$ cat src/shared/instr_exec_defines.vh
`ifndef INSTR_EXEC_DEFINES_VH
`define INSTR_EXEC_DEFINES_VH

// Register byte offsets
`define OFS_CMD 8'h00
`define OFS_TARGET 8'h04
`define OFS_ACC 8'h08
`define OFS_STATUS 8'h0C
`define OFS_PC 8'h10
`define OFS_MADDR 8'h14
`define OFS_MDATA 8'h18
`define OFS_WDT 8'h1C
`define OFS_IRQ 8'h20

// Command word fields
`define CMD_OP_LSB 0
`define CMD_OP_MSB 5
`define CMD_IMM_LSB 8
`define CMD_IMM_MSB 15
`define CMD_ADDR_LSB 16
`define CMD_ADDR_MSB 22
`define CMD_BIT_LSB 24
`define CMD_BIT_MSB 26

// Status bit positions
`define ST_CARRY 0
`define ST_NIBBLE 1
`define ST_NULL 2
`define ST_WRAP 3
`define ST_EXPIRED 4
`define ST_SLEEP 5
`define ST_GATE 6
`define ST_BUSY 8
`define ST_HALTED 9

// Data memory address that aliases the program counter low byte
`define PCL_ADDR 7'h06

// Opcodes
`define OP_NOP 6'h00
`define OP_ADD_M 6'h01
`define OP_ADD_X 6'h02
`define OP_ADD_INTO_M 6'h03
`define OP_AND_M 6'h04
`define OP_AND_X 6'h05
`define OP_AND_INTO_M 6'h06
`define OP_OR_M 6'h07
`define OP_OR_X 6'h08
`define OP_OR_INTO_M 6'h09
`define OP_CALL 6'h0A
`define OP_CLR_M 6'h0B
`define OP_CLR_BIT 6'h0C
`define OP_WD_CLR 6'h0D
`define OP_WD_PRE1 6'h0E
`define OP_WD_PRE2 6'h0F
`define OP_CPL 6'h10
`define OP_COMPLEMENT_TO_ACCUMULATOR 6'h11
`define OP_DAA 6'h12
`define OP_DEC 6'h13
`define OP_DECREMENT_TO_ACCUMULATOR 6'h14
`define OP_INC 6'h15
`define OP_INCREMENT_TO_ACCUMULATOR 6'h16
`define OP_HALT 6'h17
`define OP_JMP 6'h18
`define OP_MOV_AM 6'h19
`define OP_MOV_MA 6'h1A
`define OP_MOV_AX 6'h1B
`define OP_RET 6'h1C
`define OP_RET_AX 6'h1D
`define OP_RETURN_FROM_INTERRUPT 6'h1E
`define OP_RL 6'h1F

// Reset address, interrupt vector and default watchdog prescale
`define PC_RESET 11'h000
`define IRQ_VECTOR 11'h004
`define WDT_PRESCALE 256

`endif

$ cat src/hdl/instr_exec.v
// Implementation choices: the address map and the APB slave port.
`timescale 1ns/1ns
`include "instr_exec_defines.vh"

module instr_exec #(
  parameter PC_W = 11,
  parameter STACK_DEPTH = 4,
  parameter MEM_DEPTH = 128,
  parameter WDT_PRESCALE = `WDT_PRESCALE
) (
  // Clock and reset
  input wire clock,
  input wire rst,
  // APB slave
  input wire psel,
  input wire penable,
  input wire pwrite,
  input wire [7:0] paddr,
  input wire [31:0] pwdata,
  output reg [31:0] prdata,
  output wire pready,
  output wire pslverr,
  // Power-down clock gate request
  output reg clock_stop
);

  // One-hot sequencer states, binary watchdog pre-clear states
  localparam [3:0] ST_IDLE = 4'b0001;
  localparam [3:0] ST_EXEC = 4'b0010;
  localparam [3:0] ST_DUMMY = 4'b0100;
  localparam [3:0] ST_SLEEP = 4'b1000;
  localparam [1:0] PRE_NONE = 2'd0;
  localparam [1:0] PRE_FIRST = 2'd1;
  localparam [1:0] PRE_SECOND = 2'd2;

  reg [3:0] state_reg;
  reg [31:0] cmd_reg;
  reg [PC_W-1:0] target_reg;
  reg [7:0] acc_reg;
  reg [PC_W-1:0] pc_reg;
  reg [6:0] maddr_reg;
  reg [7:0] watchdog_counter;
  reg [15:0] prescale_reg;
  reg carry_flag;
  reg nibble_out_flag;
  reg null_flag;
  reg signed_wrap_flag;
  reg watchdog_expired_flag;
  reg sleep_entry_flag;
  reg global_irq_gate;
  reg irq_pending_reg;
  reg [1:0] preclear_last_reg;
  reg [1:0] sp_reg;
  reg [7:0] dmem [0:MEM_DEPTH-1];
  reg [PC_W-1:0] stack_mem [0:STACK_DEPTH-1];

  // Decoded command fields
  wire [5:0] op = cmd_reg[`CMD_OP_MSB:`CMD_OP_LSB];
  wire [7:0] imm = cmd_reg[`CMD_IMM_MSB:`CMD_IMM_LSB];
  wire [6:0] maddr = cmd_reg[`CMD_ADDR_MSB:`CMD_ADDR_LSB];
  wire [2:0] bit_sel = cmd_reg[`CMD_BIT_MSB:`CMD_BIT_LSB];
  wire [7:0] mem_rd = (maddr == `PCL_ADDR) ? pc_reg[7:0] : dmem[maddr];
  wire [7:0] sw_mem_rd = (maddr_reg == `PCL_ADDR) ? pc_reg[7:0] : dmem[maddr_reg];
  wire [1:0] sp_dec = sp_reg - 2'd1;
  wire [PC_W-1:0] pc_inc = pc_reg + {{(PC_W-1){1'b0}}, 1'b1};

  // APB decode
  wire apb_setup = psel & ~penable;
  wire apb_access = psel & penable;
  wire is_idle = state_reg[0];
  wire irq_take = is_idle & irq_pending_reg & global_irq_gate;
  reg addr_ok;
  reg busy_refuse;

  always @* begin
    case (paddr)
      `OFS_CMD, `OFS_TARGET, `OFS_ACC, `OFS_STATUS, `OFS_PC,
      `OFS_MADDR, `OFS_MDATA, `OFS_WDT, `OFS_IRQ: addr_ok = 1'b1;
      default: addr_ok = 1'b0;
    endcase
  end

  // Writes that would race the datapath are refused while busy
  always @* begin
    busy_refuse = 1'b0;
    if (pwrite && (!is_idle || irq_take)) begin
      case (paddr)
        `OFS_CMD, `OFS_ACC, `OFS_STATUS, `OFS_MDATA: busy_refuse = 1'b1;
        default: busy_refuse = 1'b0;
      endcase
    end
  end

  assign pready = penable;
  assign pslverr = apb_access & (~addr_ok | busy_refuse);
  wire wr_ok = apb_access & pwrite & addr_ok & ~busy_refuse;

  // Datapath results
  reg [7:0] opnd;
  reg [8:0] sum9;
  reg [4:0] low5;
  reg [7:0] res;
  reg to_acc;
  reg to_mem;
  reg upd_null;
  reg upd_add;
  reg upd_carry_only;
  reg [8:0] daa9;

  always @* begin
    opnd = (op == `OP_ADD_X || op == `OP_AND_X || op == `OP_OR_X) ? imm : mem_rd;
    // 8-bit add with carry and nibble carry
    sum9 = {1'b0, acc_reg} + {1'b0, opnd};
    low5 = {1'b0, acc_reg[3:0]} + {1'b0, opnd[3:0]};
    daa9 = {1'b0, acc_reg} + {1'b0, ((acc_reg[7:4] > 4'h9) || carry_flag) ? 4'h6 : 4'h0,
      ((acc_reg[3:0] > 4'h9) || nibble_out_flag) ? 4'h6 : 4'h0};
    res = 8'h00;
    to_acc = 1'b0;
    to_mem = 1'b0;
    upd_null = 1'b0;
    upd_add = 1'b0;
    upd_carry_only = 1'b0;
    case (op)
      `OP_ADD_M, `OP_ADD_X: begin
        res = sum9[7:0]; to_acc = 1'b1; upd_add = 1'b1;
      end
      `OP_ADD_INTO_M: begin
        res = sum9[7:0]; to_mem = 1'b1; upd_add = 1'b1;
      end
      `OP_AND_M, `OP_AND_X: begin
        res = acc_reg & opnd; to_acc = 1'b1; upd_null = 1'b1;
      end
      `OP_AND_INTO_M: begin
        res = acc_reg & opnd; to_mem = 1'b1; upd_null = 1'b1;
      end
      `OP_OR_M, `OP_OR_X: begin
        res = acc_reg | opnd; to_acc = 1'b1; upd_null = 1'b1;
      end
      `OP_OR_INTO_M: begin
        res = acc_reg | opnd; to_mem = 1'b1; upd_null = 1'b1;
      end
      `OP_CLR_M: begin
        res = 8'h00; to_mem = 1'b1;
      end
      `OP_CLR_BIT: begin
        res = mem_rd & ~(8'h01 << bit_sel); to_mem = 1'b1;
      end
      `OP_CPL: begin
        res = ~mem_rd; to_mem = 1'b1; upd_null = 1'b1;
      end
      `OP_COMPLEMENT_TO_ACCUMULATOR: begin
        res = ~mem_rd; to_acc = 1'b1; upd_null = 1'b1;
      end
      `OP_DAA: begin
        res = daa9[7:0]; to_mem = 1'b1; upd_carry_only = 1'b1;
      end
      `OP_DEC: begin
        res = mem_rd - 8'h01; to_mem = 1'b1; upd_null = 1'b1;
      end
      `OP_DECREMENT_TO_ACCUMULATOR: begin
        res = mem_rd - 8'h01; to_acc = 1'b1; upd_null = 1'b1;
      end
      `OP_INC: begin
        res = mem_rd + 8'h01; to_mem = 1'b1; upd_null = 1'b1;
      end
      `OP_INCREMENT_TO_ACCUMULATOR: begin
        res = mem_rd + 8'h01; to_acc = 1'b1; upd_null = 1'b1;
      end
      `OP_MOV_AM: begin
        res = mem_rd; to_acc = 1'b1;
      end
      `OP_MOV_MA: begin
        res = acc_reg; to_mem = 1'b1;
      end
      `OP_MOV_AX, `OP_RET_AX: begin
        res = imm; to_acc = 1'b1;
      end
      // rotate left, bit 7 into bit 0
      `OP_RL: begin
        res = {mem_rd[6:0], mem_rd[7]}; to_mem = 1'b1;
      end
      default: begin
        res = 8'h00;
      end
    endcase
  end

  wire pcl_write = to_mem && (maddr == `PCL_ADDR);
  wire is_branch = (op == `OP_CALL) || (op == `OP_JMP) || (op == `OP_RET) ||
    (op == `OP_RET_AX) || (op == `OP_RETURN_FROM_INTERRUPT);
  wire wd_clear_now = (op == `OP_WD_CLR) ||
    (op == `OP_WD_PRE1 && preclear_last_reg == PRE_SECOND) ||
    (op == `OP_WD_PRE2 && preclear_last_reg == PRE_FIRST);
  wire prescale_tick = (prescale_reg == WDT_PRESCALE[15:0] - 16'd1);
  // Expiry in the same cycle beats a clear
  wire wdt_expire = !state_reg[3] && prescale_tick && (watchdog_counter == 8'hFF);

  // Register read data, captured in the setup cycle
  always @(posedge clock) begin
    if (rst) begin
      prdata <= 32'h00000000;
    end else if (apb_setup && !pwrite) begin
      case (paddr)
        `OFS_CMD: prdata <= cmd_reg;
        `OFS_TARGET: prdata <= {{(32-PC_W){1'b0}}, target_reg};
        `OFS_ACC: prdata <= {24'h000000, acc_reg};
        `OFS_STATUS: prdata <= {22'h000000, state_reg[3], ~is_idle, 1'b0,
          global_irq_gate, sleep_entry_flag, watchdog_expired_flag,
          signed_wrap_flag, null_flag, nibble_out_flag, carry_flag};
        `OFS_PC: prdata <= {{(32-PC_W){1'b0}}, pc_reg};
        `OFS_MADDR: prdata <= {25'h0000000, maddr_reg};
        `OFS_MDATA: prdata <= {24'h000000, sw_mem_rd};
        `OFS_WDT: prdata <= {24'h000000, watchdog_counter};
        `OFS_IRQ: prdata <= {31'h00000000, irq_pending_reg};
        default: prdata <= 32'h00000000;
      endcase
    end
  end

  // Data memory and stack writes
  always @(posedge clock) begin
    if (state_reg[1] && to_mem && !pcl_write)
      dmem[maddr] <= res;
    else if (wr_ok && paddr == `OFS_MDATA && maddr_reg != `PCL_ADDR)
      dmem[maddr_reg] <= pwdata[7:0];
    if (state_reg[1] && op == `OP_CALL)
      stack_mem[sp_reg] <= pc_inc;
    // interrupt entry saves the resume address
    else if (irq_take)
      stack_mem[sp_reg] <= pc_reg;
  end

  // Sequencer, flags, watchdog
  always @(posedge clock) begin
    if (rst) begin
      state_reg <= ST_IDLE;
      cmd_reg <= 32'h00000000;
      target_reg <= {PC_W{1'b0}};
      acc_reg <= 8'h00;
      pc_reg <= `PC_RESET;
      maddr_reg <= 7'h00;
      watchdog_counter <= 8'h00;
      prescale_reg <= 16'h0000;
      carry_flag <= 1'b0;
      nibble_out_flag <= 1'b0;
      null_flag <= 1'b0;
      signed_wrap_flag <= 1'b0;
      watchdog_expired_flag <= 1'b0;
      sleep_entry_flag <= 1'b0;
      global_irq_gate <= 1'b0;
      irq_pending_reg <= 1'b0;
      preclear_last_reg <= PRE_NONE;
      sp_reg <= 2'd0;
      clock_stop <= 1'b0;
    end else begin
      // Watchdog runs from a prescaler enable, frozen in sleep
      if (!state_reg[3]) begin
        prescale_reg <= prescale_tick ? 16'h0000 : prescale_reg + 16'd1;
        if (prescale_tick) begin
          watchdog_counter <= watchdog_counter + 8'h01;
          if (watchdog_counter == 8'hFF)
            watchdog_expired_flag <= 1'b1;
        end
      end
      // Software register writes
      if (wr_ok) begin
        case (paddr)
          `OFS_TARGET: target_reg <= pwdata[PC_W-1:0];
          `OFS_ACC: acc_reg <= pwdata[7:0];
          `OFS_MADDR: maddr_reg <= pwdata[6:0];
          `OFS_STATUS: begin
            carry_flag <= pwdata[`ST_CARRY];
            nibble_out_flag <= pwdata[`ST_NIBBLE];
            null_flag <= pwdata[`ST_NULL];
            signed_wrap_flag <= pwdata[`ST_WRAP];
            global_irq_gate <= pwdata[`ST_GATE];
          end
          `OFS_IRQ: irq_pending_reg <= pwdata[0];
          `OFS_CMD: begin
            cmd_reg <= pwdata;
            state_reg <= ST_EXEC;
          end
          default: begin
          end
        endcase
      end
      case (state_reg)
        ST_IDLE: begin
          if (irq_take) begin
            sp_reg <= sp_reg + 2'd1;
            pc_reg <= `IRQ_VECTOR;
            global_irq_gate <= 1'b0;
            // A request raised in this cycle stays pending
            irq_pending_reg <= wr_ok && (paddr == `OFS_IRQ) && pwdata[0];
            state_reg <= ST_DUMMY;
          end
        end
        ST_EXEC: begin
          state_reg <= ST_IDLE;
          pc_reg <= pc_inc;
          if (to_acc)
            acc_reg <= res;
          if (upd_null || upd_add)
            null_flag <= (res == 8'h00);
          if (upd_add) begin
            carry_flag <= sum9[8];
            nibble_out_flag <= low5[4];
            signed_wrap_flag <= (acc_reg[7] == opnd[7]) && (sum9[7] != acc_reg[7]);
          end
          if (upd_carry_only)
            carry_flag <= daa9[8] | carry_flag;
          if (pcl_write) begin
            pc_reg <= {pc_reg[PC_W-1:8], res};
            state_reg <= ST_DUMMY;
          end
          if (op == `OP_JMP || op == `OP_CALL)
            pc_reg <= target_reg;
          if (op == `OP_CALL)
            sp_reg <= sp_reg + 2'd1;
          if (op == `OP_RET || op == `OP_RET_AX || op == `OP_RETURN_FROM_INTERRUPT) begin
            pc_reg <= stack_mem[sp_dec];
            sp_reg <= sp_dec;
          end
          if (op == `OP_RETURN_FROM_INTERRUPT)
            global_irq_gate <= 1'b1;
          if (is_branch)
            state_reg <= ST_DUMMY;
          if (op == `OP_WD_PRE1)
            preclear_last_reg <= (preclear_last_reg == PRE_SECOND) ? PRE_NONE : PRE_FIRST;
          if (op == `OP_WD_PRE2)
            preclear_last_reg <= (preclear_last_reg == PRE_FIRST) ? PRE_NONE : PRE_SECOND;
          if (wd_clear_now) begin
            watchdog_counter <= 8'h00;
            watchdog_expired_flag <= wdt_expire;
            sleep_entry_flag <= 1'b0;
          end
          if (op == `OP_HALT) begin
            watchdog_counter <= 8'h00;
            prescale_reg <= 16'h0000;
            watchdog_expired_flag <= wdt_expire;
            sleep_entry_flag <= 1'b1;
            clock_stop <= 1'b1;
            state_reg <= ST_SLEEP;
          end
        end
        ST_DUMMY: begin
          state_reg <= ST_IDLE;
        end
        ST_SLEEP: begin
          // Wake on an interrupt request
          if (irq_pending_reg) begin
            clock_stop <= 1'b0;
            state_reg <= ST_IDLE;
          end
        end
        default: state_reg <= ST_IDLE;
      endcase
    end
  end

endmodule

$ cat config.mk
export PLATFORM = sky130hd
export DESIGN_NAME = instr_exec
export DESIGN_NICKNAME = d
export VERILOG_FILES = /design/src/hdl/instr_exec.v
export VERILOG_INCLUDE_DIRS = /design/src /design/src/shared
export SDC_FILE = /design/constraint.sdc
export NUM_CORES = 2
export LEC_CHECK = 0
export ABC_AREA = 1
export BUFFER_PORTS_ARGS = -buffer_cell sky130_fd_sc_hd__buf_2
export CORE_AREA = 2 2 644 326
export CTS_BUF_LIST = sky130_fd_sc_hd__clkbuf_4 sky130_fd_sc_hd__clkbuf_8
export CTS_CLUSTER_DIAMETER = 60
export CTS_CLUSTER_SIZE = 25
export DETAILED_ROUTE_END_ITERATION = 10
export DIE_AREA = 0 0 646 328
export GPL_ROUTABILITY_DRIVEN = 0
export GPL_TIMING_DRIVEN = 1
export PLACE_DENSITY_LB_ADDON = 0.08
export SLEW_MARGIN = 20
export SYNTH_ARGS = -nofsm -noshare
export SYNTH_HDL_FRONTEND = slang
export SYNTH_SLANG_ARGS = --single-unit
$ cat constraint.sdc
create_clock -name clock -period 12.2 [get_ports clock]
set_input_delay 0.61 -clock clock [delete_from_list [all_inputs] [get_ports clock]]
set_output_delay 0.61 -clock clock [all_outputs]
set_load 0.03 [all_outputs]
==> flow_summary.html <==
<table>
<tr><th>Metric</th><th>Value</th></tr>
<tr><th colspan="2">Outcome</th></tr>
<tr><td>Outcome</td><td>complete, no violations</td></tr>
<tr><th colspan="2">Finish</th></tr>
<tr><td>Fin util</td><td>0.325</td></tr>
<tr><td>Layout cell share with drive strength beyond 1</td><td>0.0753</td></tr>
<tr><td>Area grow syn2layout</td><td>8.93%</td></tr>
<tr><td>Flip-flop count of the largest register after layout</td><td>1024</td></tr>
<tr><td>Number of nets at the end of the flow</td><td>6794</td></tr>
<tr><td>Largest Register</td><td>dmem</td></tr>
<tr><td>Number of cells in the finished layout apart from fillers</td><td>9544</td></tr>
<tr><td>Fillcell total</td><td>21240</td></tr>
<tr><td>Largest registers ranked by flip-flop count</td><td>dmem (1024), stack_mem (44)</td></tr>
<tr><th colspan="2">Floorplan</th></tr>
<tr><td>X dimension of the die</td><td>646 µm</td></tr>
<tr><td>Effective utilization at floorplan</td><td>0.298</td></tr>
<tr><td>Die H</td><td>328 µm</td></tr>
<tr><td>Die outline area</td><td>212000 µm²</td></tr>
<tr><td>Number of placement rows</td><td>118</td></tr>
<tr><td>IO Count</td><td>80</td></tr>
<tr><td>Core area</td><td>206000 µm²</td></tr>
<tr><th colspan="2">Timing</th></tr>
<tr><td>Setup-failing EPs final</td><td>0</td></tr>
<tr><td>Slew Limit Fails</td><td>0</td></tr>
<tr><td>Sum of negative setup slack</td><td>0 ns</td></tr>
<tr><td>Final period util</td><td>0.657</td></tr>
<tr><td>Max_slew headroom</td><td>0.160</td></tr>
<tr><td>Post-route minimum period</td><td>8.02 ns</td></tr>
<tr><td>RSZ-0062 raised after global routing</td><td>false</td></tr>
<tr><td>Final number of hold-violating endpoints</td><td>0</td></tr>
<tr><td>Setup Skew</td><td>0.0849 ns</td></tr>
<tr><td>Tightest Pin Transition</td><td>1.26 ns</td></tr>
<tr><td>Highest attainable clock frequency</td><td>125 MHz</td></tr>
<tr><th colspan="2">Global route</th></tr>
<tr><td>Maximum number of pins on one net before global-route repair</td><td>163</td></tr>
<tr><td>Number of global-route vias before repair</td><td>48960</td></tr>
<tr><td>Overall overflow remaining after global route</td><td>0</td></tr>
<tr><td>Overall routing resource usage</td><td>0.264</td></tr>
<tr><td>Number of antenna violations at the first check in global routing</td><td>23</td></tr>
<tr><td>Global-route wire length before repair</td><td>401 mm</td></tr>
<tr><th colspan="2">Worst setup path</th></tr>
<tr><td>Kind of end point of the critical path</td><td>flip-flop</td></tr>
<tr><td>Highest-delay cell along the critical path</td><td>buf_4</td></tr>
<tr><td>Maximum fanout count along the critical path</td><td>152</td></tr>
<tr><td>Cell occurring most often along the worst timing path</td><td>nand2_1</td></tr>
<tr><td>Arrival time of data at the critical path endpoint</td><td>8.53 ns</td></tr>
<tr><td>Type of the worst setup path</td><td>flip-flop to flip-flop</td></tr>
<tr><td>Startpoint Class</td><td>flip-flop</td></tr>
<tr><td>WP data required</td><td>12.71 ns</td></tr>
<tr><td>CP peak stage delay</td><td>0.74 ns</td></tr>
<tr><th colspan="2">Drt</th></tr>
<tr><td>Drt drc</td><td>0</td></tr>
<tr><td>Total number of vias</td><td>54876</td></tr>
<tr><td>Routed Antenna Nets</td><td>0</td></tr>
<tr><td>Number of iterations in the first detailed-routing pass</td><td>6</td></tr>
<tr><td>Total Routed Length</td><td>289 mm</td></tr>
<tr><td>Via density per instance</td><td>5.75</td></tr>
<tr><td>Post-detailed-route wirelength per cell</td><td>30.2 µm</td></tr>
<tr><td>Iter 0 DRT Violations</td><td>8945</td></tr>
<tr><th colspan="2">Synth</th></tr>
<tr><td>Proportion of register bits with asynchronous set or reset after synthesis</td><td>0</td></tr>
<tr><td>Number of unique standard cell types used by synthesis</td><td>56</td></tr>
<tr><td>Average size of a mapped cell</td><td>8.91 µm²</td></tr>
<tr><td>Area share of the leading cell type in the synthesized netlist</td><td>0.522</td></tr>
<tr><td>Top post-synthesis cells by count</td><td>nand2_1 (1383), nand3_1 (1070), edfxtp_1 (1068)</td></tr>
<tr><td>Prevailing post-synth register cell</td><td>edfxtp_1</td></tr>
<tr><td>Most frequent cell after synthesis</td><td>nand2_1</td></tr>
<tr><td>Main area contributors after synthesis</td><td>edfxtp_1 (52%), nand3_1 (8.7%), nand2_1 (8.4%)</td></tr>
<tr><td>Total of warnings raised by yosys</td><td>0</td></tr>
<tr><td>Sequential share of the synthesized area</td><td>0.573</td></tr>
<tr><td>Number of synthesized flops with an enable pin</td><td>1068</td></tr>
<tr><td>Synthesized flop and latch total</td><td>1224</td></tr>
<tr><td>Syn Std Cell Area</td><td>61400 µm²</td></tr>
<tr><td>Area leader, netlist</td><td>edfxtp_1</td></tr>
<tr><td>Synth Instances</td><td>6894</td></tr>
<tr><th colspan="2">Power and ir drop</th></tr>
<tr><td>Pwr Density</td><td>106 nW/µm²</td></tr>
<tr><td>Leak pwr</td><td>23.0 nW</td></tr>
<tr><td>Max IR drop VDD</td><td>0.0664 mV</td></tr>
<tr><th colspan="2">Clock network</th></tr>
<tr><td>H-tree levels</td><td>3</td></tr>
<tr><td>TritonCTS clock tree</td><td>built</td></tr>
<tr><td>Maximum count of clock buffers along a single path</td><td>3</td></tr>
<tr><td>Root buffer cell</td><td>clkbuf_8</td></tr>
<tr><td>TritonCTS Sinks</td><td>1224</td></tr>
<tr><td>Clock transition at path regs</td><td>0.14 ns</td></tr>
<tr><td># Post-CTS Setup Buffers</td><td>0</td></tr>
<tr><td>Number of clock buffers inserted by TritonCTS</td><td>79</td></tr>
<tr><td>Count of cells resized by post-cts repair</td><td>0</td></tr>
<tr><td>Clock network latency to the later pin of the worst-skew pair</td><td>0.89 ns</td></tr>
<tr><th colspan="2">Placed design</th></tr>
<tr><td>Final HPWL from detailed placement</td><td>183 mm</td></tr>
<tr><td>Cell Count Post-Placement</td><td>9373</td></tr>
<tr><td>Port Buffer Count</td><td>79</td></tr>
<tr><th colspan="2">Min path</th></tr>
<tr><td>Hold WC Path Type</td><td>primary input to flip-flop</td></tr>
<tr><td>Worst Min Path Start</td><td>pwdata[0]</td></tr>
<tr><th colspan="2">Run</th></tr>
<tr><td>Max-cap violations</td><td>0</td></tr>
</table>
worst paths after layout:
path                         endpoint  slack (ns)  depth (start not counted)
min           cmd_reg[0]$_SDFFE_PP0P_        0.07                          3
max             dmem[51][7]$_DFFE_PP_        4.18                         30
min reg2reg  cmd_reg[27]$_SDFFE_PP0P_        0.47                          2
max reg2reg     dmem[51][7]$_DFFE_PP_        4.18                         30
cell type report:
cell class / count / area [µm²] / area share
Clock buffer: 87 / 1170 / 0.0175
Clock inverter: 58 / 769 / 0.0115
Tap cell: 2760 / 3450 / 0.0516
Inverter: 238 / 946 / 0.0141
Antenna cell: 8 / 20.0 / 0.000299
Multi-Input combinational cell: 4940 / 23600 / 0.352
Timing Repair Buffer: 229 / 1770 / 0.0264
Sequential cell: 1224 / 35200 / 0.526
metrics by stage:
stage	hold WS, ns	worst slack, ns	power [W]	cell area, µm²
3_3_place_gp	0.440	4.50	0.00463	64700
5_1_grt	0.0453	3.84	0.00730	66900
2_1_floorplan	0.424	2.54	0.00461	61500
6_report	0.0667	4.18	0.00712	66900
3_5_place_dp	0.438	4.52	0.00463	64700
4_1_cts	0.00789	4.47	0.00715	66900
placed cells by master (no fill, tap or decap), drive strengths merged, types with 137 or more instances in the layout:
cell type     n
nor2        928
edfxtp     1068
nand2      1391
buf         211
o21ai       785
dfxtp       156
a21oi       137
o22ai       277
inv         262
nand3      1074
power by group:
group	switching, W	internal (W)	leakage (nW)
logic	0.0000461	0.0000172	11.0
registers	0.00000294	0.00448	11.1
clock network	0.00173	0.000840	0.971
timing repair:
action / 4_1_cts / 5_1_grt
endpoints found under the hold margin: 22 / 0
hold buffers: 18 / 0
setup endpoints to repair: 0 / 0
per-layer routing:
metal / part of all wire / up-vias / track usage
met5: 0.00025 / - / 0
li1: - / 23918 / -
met4: 0.014 / 10 / 0.0374
met3: 0.14 / 252 / 0.0996
met1: 0.50 / 27349 / 0.444
met2: 0.34 / 3347 / 0.305
cells by family after synthesis:
family	share of synthesized area
AND/OR/NAND/NOR	0.240
adder cells (fa/ha/maj)	0.00790
flip-flops	0.573
buffers and inverters	0.0477
XOR/XNOR	0.00399
other	0.0000610
multiplexers	0.000183
AO/OA/AOI/OAI	0.128
worst max-delay path, delay by kind of cell (launching register included):
family                     cells  cell delay, ns
AOI/OAI and AO/OA              7            0.97
and+or+nand+nor               17            2.59
adders and majority gates      1            0.38
DFF                            1            0.49
buffers and inverters          5            2.72
Power figures use the tool's default switching activity.
